File: config.mk
export PLATFORM = sky130hd
export DESIGN_NAME = bri_boot_rom
export DESIGN_NICKNAME = d
export VERILOG_FILES = /design/src/bri_pkg.sv /design/src/bri_inv_mask.sv /design/src/bri_boot_rom.sv
export SDC_FILE = /design/constraint.sdc
export NUM_CORES = 1
export LEC_CHECK = 0
export BUFFER_PORTS_ARGS = -buffer_cell sky130_fd_sc_hd__buf_2
export CAP_MARGIN = 20
export CORE_MARGIN = 4
export CORE_UTILIZATION = 39
export DETAILED_ROUTE_END_ITERATION = 12
export PLACE_DENSITY = 0.86
export SLEW_MARGIN = 20
export SYNTH_ARGS = -nofsm -noshare
export SYNTH_HDL_FRONTEND = slang
export SYNTH_SLANG_ARGS = --single-unit
File: constraint.sdc
create_clock -name clk_sys_i -period 1.3 [get_ports clk_sys_i]
set_input_delay 0.065 -clock clk_sys_i [delete_from_list [all_inputs] [get_ports clk_sys_i]]
set_output_delay 0.065 -clock clk_sys_i [all_outputs]
set_load 0.005 [all_outputs]
File: src/bri_pkg.sv
// Purpose: Shared constants and types for the boot ROM select and address inversion block
// Assumes: One system clock; straps are stable while reset is held
// Notes:   Summary of operation follows
//
// Summary of operation
// - Drive the boot ROM select output whenever an access targets the firmware ROM once the straps are captured.
// - At power-up the select pin is a recovery strap, combined with two size straps.
// - Recovery strap high: pass every ROM address bit unchanged, size straps ignored.
// - Recovery low, both size straps high: invert ROM address bit 16.
// - Recovery low, size zero high, size one low: invert ROM address bit 17.
// - Recovery low, size zero low, size one high: invert ROM address bit 18.
// - Recovery and both size straps low: invert ROM address bit 15.
// - Straps are sampled on the reference oscillator clock, which must be supplied.
package bri_pkg;

  // ----------------------------------------------------------------
  // Address layout and inversion positions
  // ----------------------------------------------------------------
  localparam int unsigned ADDR_W      = 20;
  localparam int unsigned INV_BIT_8K  = 15;
  localparam int unsigned INV_BIT_16K = 16;
  localparam int unsigned INV_BIT_32K = 17;
  localparam int unsigned INV_BIT_64K = 18;

  // Reset values of the captured straps and of the ROM address output
  localparam logic        STRAP_RST   = 1'h1;
  localparam logic [ADDR_W-1:0] MASK_RST = 20'h00000;

  // Reference clock rate, in kHz
  localparam int unsigned CLK_KHZ     = 14318;

  typedef struct packed {
    logic recovery_mode_strap;
    logic rom_size_strap_zero;
    logic rom_size_strap_one;
  } bri_strap_type;

endpackage

File: src/bri_inv_mask.sv
// Purpose: Decode captured straps into the ROM address inversion mask
// Assumes: Straps already latched and stable
// Notes:   Pure combinational decode
`timescale 1ns/100ps
module bri_inv_mask
  import bri_pkg::*;
(
  input  wire bri_strap_type      strap_i,
  output logic [ADDR_W-1:0]       mask_o
);

  always_comb begin
    mask_o = '0;
    if (!strap_i.recovery_mode_strap) begin
      case ({strap_i.rom_size_strap_zero, strap_i.rom_size_strap_one})
        2'h3:    mask_o[INV_BIT_16K] = 1'b1;
        2'h2:    mask_o[INV_BIT_32K] = 1'b1;
        2'h1:    mask_o[INV_BIT_64K] = 1'b1;
        default: mask_o[INV_BIT_8K]  = 1'b1;
      endcase
    end
    // Recovery high leaves the mask clear
  end

endmodule

File: src/bri_boot_rom.sv
// Purpose: Boot ROM select and address inversion for boot-block flash recovery
// Assumes: clk_sys_i is the reference oscillator; straps stable through reset release
// Notes:   Select pin is shared with the recovery strap; output enable held off in reset
//          until the straps are in, so the board resistor sets the pin level.
//          Inversion is fixed at capture; a new strap setting needs a new reset.
`timescale 1ns/100ps
module bri_boot_rom
  import bri_pkg::*;
(
  input  wire logic              clk_sys_i,
  input  wire logic              rst_b_i,
  input  wire logic              rom_access_i,
  input  wire logic [ADDR_W-1:0] rom_addr_i,
  input  wire logic              boot_rom_select_i,
  input  wire logic              rom_size_strap_zero_i,
  input  wire logic              rom_size_strap_one_i,
  output logic                   boot_rom_select_o,
  output logic                   boot_rom_select_oe_o,
  output logic [ADDR_W-1:0]      rom_addr_o,
  output logic                   straps_valid_o
);

  // ----------------------------------------------------------------
  // Strap capture
  // ----------------------------------------------------------------
  // ST_RESET lasts exactly one clock after release: the capture cycle
  typedef enum logic [1:0] {ST_RESET, ST_RUN} bri_state_type;

  bri_state_type     state;
  bri_strap_type     strap;
  logic [ADDR_W-1:0] inv_mask;

  // Pin must float while straps are read, so capture happens on the first
  // edge after release, before the select driver is switched on.
  always_ff @(posedge clk_sys_i or negedge rst_b_i) begin
    if (!rst_b_i) begin
      state <= ST_RESET;
    end else begin
      case (state)
        ST_RESET: state <= ST_RUN;
        ST_RUN:   state <= ST_RUN;
        default:  state <= ST_RESET;
      endcase
    end
  end

  // Reset value means recovery, so no bit is inverted until the pins are read
  always_ff @(posedge clk_sys_i or negedge rst_b_i) begin
    if (!rst_b_i) begin
      strap <= '{STRAP_RST, STRAP_RST, STRAP_RST};
    end else if (state == ST_RESET) begin
      strap <= '{boot_rom_select_i, rom_size_strap_zero_i, rom_size_strap_one_i};
    end
  end

  // Decode sits before the address flops, so they always see a settled mask
  bri_inv_mask u_inv_mask (
    .strap_i (strap),
    .mask_o  (inv_mask)
  );

  // ----------------------------------------------------------------
  // ROM access path
  // ----------------------------------------------------------------
  // Drive of the shared pin starts only after the straps are in, so the
  // board's strap level is what gets sampled at capture.
  always_ff @(posedge clk_sys_i or negedge rst_b_i) begin
    if (!rst_b_i) begin
      boot_rom_select_oe_o <= 1'b0;
    end else begin
      boot_rom_select_oe_o <= (state == ST_RUN);
    end
  end

  always_ff @(posedge clk_sys_i or negedge rst_b_i) begin
    if (!rst_b_i) begin
      straps_valid_o <= 1'b0;
    end else begin
      straps_valid_o <= (state == ST_RUN);
    end
  end

  // Accesses seen before capture are refused: the pin is still a strap then
  always_ff @(posedge clk_sys_i or negedge rst_b_i) begin
    if (!rst_b_i) begin
      boot_rom_select_o <= 1'b0;
    end else begin
      boot_rom_select_o <= (state == ST_RUN) && rom_access_i;
    end
  end

  // Registered so the ROM sees a clean address; costs one cycle of latency
  always_ff @(posedge clk_sys_i or negedge rst_b_i) begin
    if (!rst_b_i) begin
      rom_addr_o <= MASK_RST;
    end else begin
      rom_addr_o <= rom_addr_i ^ inv_mask;
    end
  end

  // One-hot word with a single ROM address bit set
  function automatic logic [ADDR_W-1:0] bit_word(int unsigned pos);
    logic [ADDR_W-1:0] word;
    word      = '0;
    word[pos] = 1'b1;
    return word;
  endfunction

  // Cycles since reset release, saturating at three; read by the checks only
  logic [1:0] rel_cnt;

  always_ff @(posedge clk_sys_i or negedge rst_b_i) begin
    if (!rst_b_i) begin
      rel_cnt <= 2'h0;
    end else if (rel_cnt != 2'h3) begin
      rel_cnt <= rel_cnt + 2'h1;
    end
  end
endmodule

# Yosys cells after proc, flatten, opt, wreduce, memory -nomap -nowiden
# Index checks and enable logic that the tools add are counted.
[totals]
output_inout_bits = 23
regBits = 27
in_bits = 26
[classes]
n_reduce_logical = 4
bitwise_logic = 1
mux = 6
eq_ne = 4
[op_table]
columns = ["op", "count"]
rows = [
  ["XOR 20 x 19 -> 20 bit", 1],
  ["2-to-1 mux 1 bit", 5],
  ["== test 2 x 1 -> 1 bit, second input constant", 2],
  ["== test 2 bit, second input constant", 2],
  ["2-to-1 mux 4 bit", 1],
  ["OR reduction 3 bit", 1],
  ["logical NOT 2 bit", 1],
  ["OR reduction 2 bit", 1],
  ["logical AND 1 bit", 1],
]

# Depth between registers and ports, before layout
# Gate-level depths: netlist of the first run.
[logic_depth]
ltp_word = 5
depth_mapped = 2
depth_no_buf = 2

# Cells and area by module
# A second synthesis of the first run with hierarchy kept.
[unflattened]
hier_cells = 73
area_unflattened_um2 = 1036.0
[by_module_without_submodules]
columns = ["module", "n_inst", "cells_each", "seq_area_each_um2", "area_each_um2"]
rows = [
  ["bri_boot_rom", 1, 52, 654.4, 882.1],
  ["bri_inv_mask", 1, 21, 0.0, 153.9],
]

# Worst setup path after synthesis of the first run
# No wires, ideal clock.
[synth_path]
path_kind = "register to register"
startpoint = "register strap[1] (netlist bit)"
endpoint = "register rom_addr_o[17]"
setup_slack_ns = 0.334
required_time_ns = 1.221
arrival_ns = 0.887
path_buffers = 0
stages_incl_launch_ff = 3
setup_time_ns = 0.079
cell_sequence = "dfstp_2 nor3b_1 xor2_1"
[synth_between]
elab_chain_len = 4
[synth_lines]
columns = ["item", "line_no", "text"]
rows = [
  ["from (decl)", "bri_boot_rom.sv:30", "bri_strap_type strap;"],
  ["from (signal assigned)", "bri_boot_rom.sv:50", "strap <= '{STRAP_RST, STRAP_RST, STRAP_RST};"],
  ["from (signal assigned)", "bri_boot_rom.sv:52", "strap <= '{boot_rom_select_i, rom_size_strap_zero_i, rom_size_strap_one_i};"],
  ["== test 2 bit", "bri_inv_mask.sv:15", "case ({strap_i.rom_size_strap_zero, strap_i.rom_size_strap_one})"],
  ["2-to-1 mux 1 bit", "bri_inv_mask.sv:15", ""],
  ["2-to-1 mux 4 bit", "bri_inv_mask.sv:14", "if (!strap_i.recovery_mode_strap) begin"],
  ["XOR 20 x 19 -> 20 bit", "bri_boot_rom.sv:97", "rom_addr_o <= rom_addr_i ^ inv_mask;"],
  ["to (signal assigned)", "bri_boot_rom.sv:97", ""],
  ["to (decl)", "bri_boot_rom.sv:19", "output logic [ADDR_W-1:0] rom_addr_o,"],
]
# No other way between the ends.
# A chain may end at the register's enable or synchronous reset.

# Final worst setup path of the first run
# Same ends and word-level chain as after synthesis.

==> flow_summary.yaml, run 1 <==
logic_synthesis:
  synth.avg_cell_area_um2: 19.21
  synth.lib_cells_used.distinct: 11
  yosysSeqAreaShare_pct: 85.18
  synth_nets: 66
  synth-seq-cells: 26
  synth_area_um2: 768.2
  synth_top_cells_by_area: "dfrtp_1 75%, dfstp_2 10%, mux2_2 4.4%, xor2_1 3.4%, nor3b_1 2.0%"
  yosysWarnings: 0
  synth_top_area_share_pct: 74.92
  syn-instance-count: 40
  yosysTopAreaCell: "dfrtp_1"
clock_tree:
  cts_buffer_depth: 2
  ctsRootBufferMaster: "clkbuf_4"
  cts_buffers: 3
  clkTransAtPathRegs_ns: 0.13
  cts_tree: "built"
  cts_sinks: 26
  cts_resized: 0
  htree_levels: 1
  clk_latency_ns: 0.31
critical_path:
  cp-end-kind: "register"
  worstPathRequired_ns: 1.54
  cp_max_fo: 5
  startpoint_type: "register"
  crit-reg2reg-launch: "strap[1]$_DFFE_PN1N_"
  critPathLaunch: "strap[1]$_DFFE_PN1N_"
  worst_ep_arrival_time_ns: 1.32
  critPathKind: "register to register"
floorplan:
  core_area_um2: 1802
  io_pins: 49
  die_w_um: 52.38
  die-height_um: 52.38
  rows: 15
  dieArea_um2: 2744
  initial_utilization_pct: 42.64
layout:
  final_common_cell: "buf_2"
  final_cell_area_um2: 1319
  fin_nets: 143
  final_cell_mix: "48 x buf_2, 25 x dlygate4sd3_1, 23 x dfrtp_1"
  syn2layout_area_growth_pct: 71.66
  n_antenna_cell: 0
  final_util_pct: 73.19
  layout-drive-gt1-share_pct: 50.00
timing:
  worst_slew_pin_slew_ns: 0.5381
  finalCritPeriodShare_pct: 83.03
  rsz0062_at_grt: "false"
  fin_tns_setup_ns: 0
  fmax_ghz: 0.9264
  whs_ns: 0.2975
  fin_skew_ns: 0.006713
  fin_ws_ns: 0.2206
  max_slew_margin_pct: 64.13
  drv_slew: 0
  finalCriticalPeriod_ns: 1.079
  setup_viol: 0
  hold_viol: 0
route:
  antenna_left: 0
  wl_mm: 2.021
  viasPerCell: 4.121
  drtIter0Drc: 0
  drc: 0
  vias: 581
  wl_per_cell_um: 14.33
  drtPass1Iterations: 1
placement:
  placed_cell_area_um2: 1032
  io_buffer_count: 48
  dp_hpwl_mm: 1.225
  globalplace.congestion: 0.6759
  dp_slack_ns: 0.2764
grt:
  grt_pass1_vias: 681
  grt_pass1_wl_mm: 3.201
  met3_usage_pct: 1.994
  antenna_found_initial: 0
  grt_busiest_layer: "met2"
  grt_max_degree: 27
  met1_usage_pct: 17.84
  use_met2_pct: 32.23
  grt_usage_pct: 16.79
  overflow: 0
power_and_ir_drop:
  leakagePower_nw: 0.6568
  power_density_nw_per_um2: 1126
  ir_drop_mv: 0.7360
outcome:
  status: "finished, final reports clean"
run:
  max_cap_viol_count: 0
worst_hold_path:
  hp-class: "input pin to asynchronous set/reset pin"
-- routing by layer --
layer  up-vias  share of wire (%)
li1        277                  -
met1       276                 40
met2        26                 53
met3         2                5.9
met4         0               0.94
met5         -                  0
-- per-stage QoR --
stage          std cells  power (mW)
5_1_grt              141       1.552
2_1_floorplan         40      0.9462
3_3_place_gp         112       1.041
4_1_cts              141       1.490
3_5_place_dp         112       1.050
6_report             141       1.485
-- worst paths after layout --
path | endpoint | slack, ns | cells past startpoint
max | rom_addr_o[17]$_DFF_PN0_ | 0.22 | 2
min | rom_addr_o[16]$_DFF_PN0_ | 0.30 | 2
max reg2reg | rom_addr_o[17]$_DFF_PN0_ | 0.22 | 2
min reg2reg | straps_valid_o$_DFF_PN0_ | 0.51 | 0
max in group asynchronous | strap[0]$_DFFE_PN1N_ | 0.64 | 2
min in group clk_sys_i | rom_addr_o[0]$_DFF_PN0_ | 0.38 | 2
-- cells by family (layout without fill, tap and decap cells) --
| group | after synthesis | after routing | synth area share, % |
|---|---|---|---|
| xor gates and xnor gates | 4 | 4 | 4.561 |
| other | 1 | 1 | 0.4881 |
| and+or+nand+nor | 5 | 5 | 4.397 |
| DFF | 26 | 26 | 85.18 |
| buffers and inverters | 1 | 77 | 0.9776 |
| muxes | 3 | 3 | 4.397 |
-- critical path, cell delays in order (launching register included) --
cell	delay (ns)
dfstp_2	0.58
nor3b_1	0.24
xor2_1	0.19
-- final cells by class --
cell class	count	area (um^2)
Clock buffer	4	36.28
Fill cell	110	483.0
Multi-Input combinational cell	13	106.4
Sequential cell	26	654.4
Tap cell	25	31.28
Timing Repair Buffer	73	490.5
-- registers in the layout, summed over array words and instances (netlist names) --
| register | cells |
|---|---|
| boot_rom_select_o | 1 |
| rom_addr_o | 20 |
| state | 1 |
| strap | 3 |
| straps_valid_o | 1 |
-- where the power goes --
group	switching (mW)	total, mW	internal [mW]
Combinational	0.0735	0.200	0.126
Sequential	0.0260	0.896	0.870
Clock	0.218	0.389	0.171
-- Yosys cell counts --
cell type and count:
buf_4 1, nor3_1 1, conb_1 1, nor3b_1 2, and2_1 1, xor2_1 3
dfrtp_1 23, dfstp_2 3, mux2_2 3, xnor2_1 1, nand3b_1 1
-- repair_timing --
action,CTS,global route
setup buffers,0,0
hold endpoints to repair,47,0
hold buffers,25,0
No activity file was read; power rests on OpenSTA's default activity.
==> run 2: changes to the inputs <==
- clock period: 1.3 -> 1 ns (I/O delays scaled with it)
==> flow_summary.yaml, run 2 (synthesis results as in run 1) <==
power_and_ir_drop:
  p_int_mw: 1.529
  power_density_nw_per_um2: 1471
  p_sw_mw: 0.4457
  pwr-share-clk_pct: 26.6
  ir_drop_mv: 0.9870
  netSwitchingFraction_pct: 22.57
  finalPower_mw: 1.975
  pwr-share-seq_pct: 59.3
  leakagePower_nw: 0.6693
  combPwrFrac_pct: 14.1
critical_path:
  crit_path_top_delay_cell: "dfstp_2"
  cp_max_fo: 5
  startpoint_type: "register"
  crit_chain: "nor3b_4 -> xor2_1"
  worst_ep_arrival_time_ns: 1.30
  max_stage_delay_ns: 0.60
  r2r_slack_ns: -0.05
  worstPathRequired_ns: 1.25
  crit-reg2reg-launch: "strap[1]$_DFFE_PN1N_"
  r2r_end: "rom_addr_o[17]$_DFF_PN0_"
  critPathKind: "register to register"
  r2r_cells: 2
  cp-end-kind: "register"
clock_tree:
  clk_latency_ns: 0.31
  cts_sinks: 26
  cts_buffer_depth: 2
  ctsRootBufferMaster: "clkbuf_4"
  cts_buffers: 3
  clkTransAtPathRegs_ns: 0.14
  cts_tree: "built"
  htree_levels: 1
timing:
  max_slew_margin_pct: 62.77
  setup_viol: 1
  rsz0062_at_grt: "true"
  hold_viol: 0
  worst_slew_pin_slew_ns: 0.5585
  whs_ns: 0.2268
  fin_tns_setup_ns: -0.05324
  fin_ws_ns: -0.05324
  finalCritPeriodShare_pct: 105.3
  drv_slew: 0
  finalCriticalPeriod_ns: 1.053
  fmax_ghz: 0.9494
  fin_skew_ns: 0.001760
floorplan:
  core_area_um2: 1802
  dieArea_um2: 2744
  die-height_um: 52.38
  rows: 15
  initial_utilization_pct: 42.64
  io_pins: 49
  die_w_um: 52.38
outcome:
  violations: "setup timing"
  status: "finished, violations left"
run:
  max_cap_viol_count: 0
route:
  drc: 0
  drtPass1Iterations: 4
  wl_per_cell_um: 16.02
  drtIter0Drc: 9
  antenna_left: 0
  wl_mm: 2.275
  viasPerCell: 4.592
  vias: 652
worst_hold_path:
  hp-class: "input pin to asynchronous set/reset pin"
layout:
  n_antenna_cell: 0
  final_util_pct: 74.51
  final_cell_area_um2: 1343
  layout-drive-gt1-share_pct: 52.14
  final_cell_mix: "48 x buf_2, 25 x dlygate4sd3_1, 23 x dfrtp_1"
  largestRegisters: "rom_addr_o: 20 flops, strap: 3 flops"
  fin_nets: 144
  syn2layout_area_growth_pct: 74.76
  largest_reg_flops: 20
  largest-register: "rom_addr_o"
  final_common_cell: "buf_2"
placement:
  placed_cell_area_um2: 1032
  globalplace.congestion: 0.6719
  dp_hpwl_mm: 1.174
  io_buffer_count: 48
grt:
  grt_pass1_vias: 704
  grt_pass1_wl_mm: 3.532
  grt_max_degree: 27
  grt_usage_pct: 18.83
  overflow: 0
  antenna_found_initial: 0
## run 2: routing by layer
metal,up-vias,global-route usage (%),wire length [um]
met5,-,0,0
met4,0,9.362,63
met3,6,2.564,160
met2,40,36.16,1276
met1,328,19.44,775
li1,278,-,-
## run 2: metrics by stage
stage,setup WS [ns],std cells
after floorplan,0.03397,40
after global placement,0.003306,112
after detailed placement,-0.1014,112
after CTS,-0.04692,141
after global routing,-0.08969,142
final,-0.05324,142
## run 2: worst max path at each step
stage | startpoint | endpoint | slack, ns | cells past startpoint
after floorplan | strap[1]$_DFFE_PN1N_ | rom_addr_o[17]$_DFF_PN0_ | 0.03 | 2
after global placement | strap[0]$_DFFE_PN1N_ | rom_addr_o[18]$_DFF_PN0_ | 0.003 | 2
after detailed placement | strap[1]$_DFFE_PN1N_ | rom_addr_o[17]$_DFF_PN0_ | -0.10 | 2
after CTS | strap[1]$_DFFE_PN1N_ | rom_addr_o[17]$_DFF_PN0_ | -0.05 | 2
after global routing | strap[1]$_DFFE_PN1N_ | rom_addr_o[17]$_DFF_PN0_ | -0.09 | 2
final | strap[1]$_DFFE_PN1N_ | rom_addr_o[17]$_DFF_PN0_ | -0.05 | 2
## run 2: power groups by stage
stage	logic (mW)	registers [mW]	clock network (mW)
floorplan	0.0418	1.19	0
global placement	0.176	1.18	0
detailed placement	0.181	1.18	0
CTS	0.259	1.16	0.521
global route	0.305	1.18	0.581
finish	0.279	1.17	0.524
## run 2: what timing repair did
action,CTS,global route
hold buffers,25,0
setup endpoints to repair,2,2
setup buffers,0,1
resized for setup,2,1
gates cloned,0,0
pin swaps,0,3
endpoints found under the hold margin,47,0
## run 2: final cells by class
class,count,area [um^2]
clock buffers,4,36.28
fillers,97,459.2
multi-input cells,13,122.6
flip-flops and latches,26,654.4
well taps,25,31.28
repair buffers,74,498.0
## run 2: critical path: cells and delay by family (launching register included)
| family | cells | cell delay (ns) |
|---|---|---|
| AND/OR/NAND/NOR | 1 | 0.21 |
| flip-flops | 1 | 0.60 |
| XOR/XNOR | 1 | 0.17 |
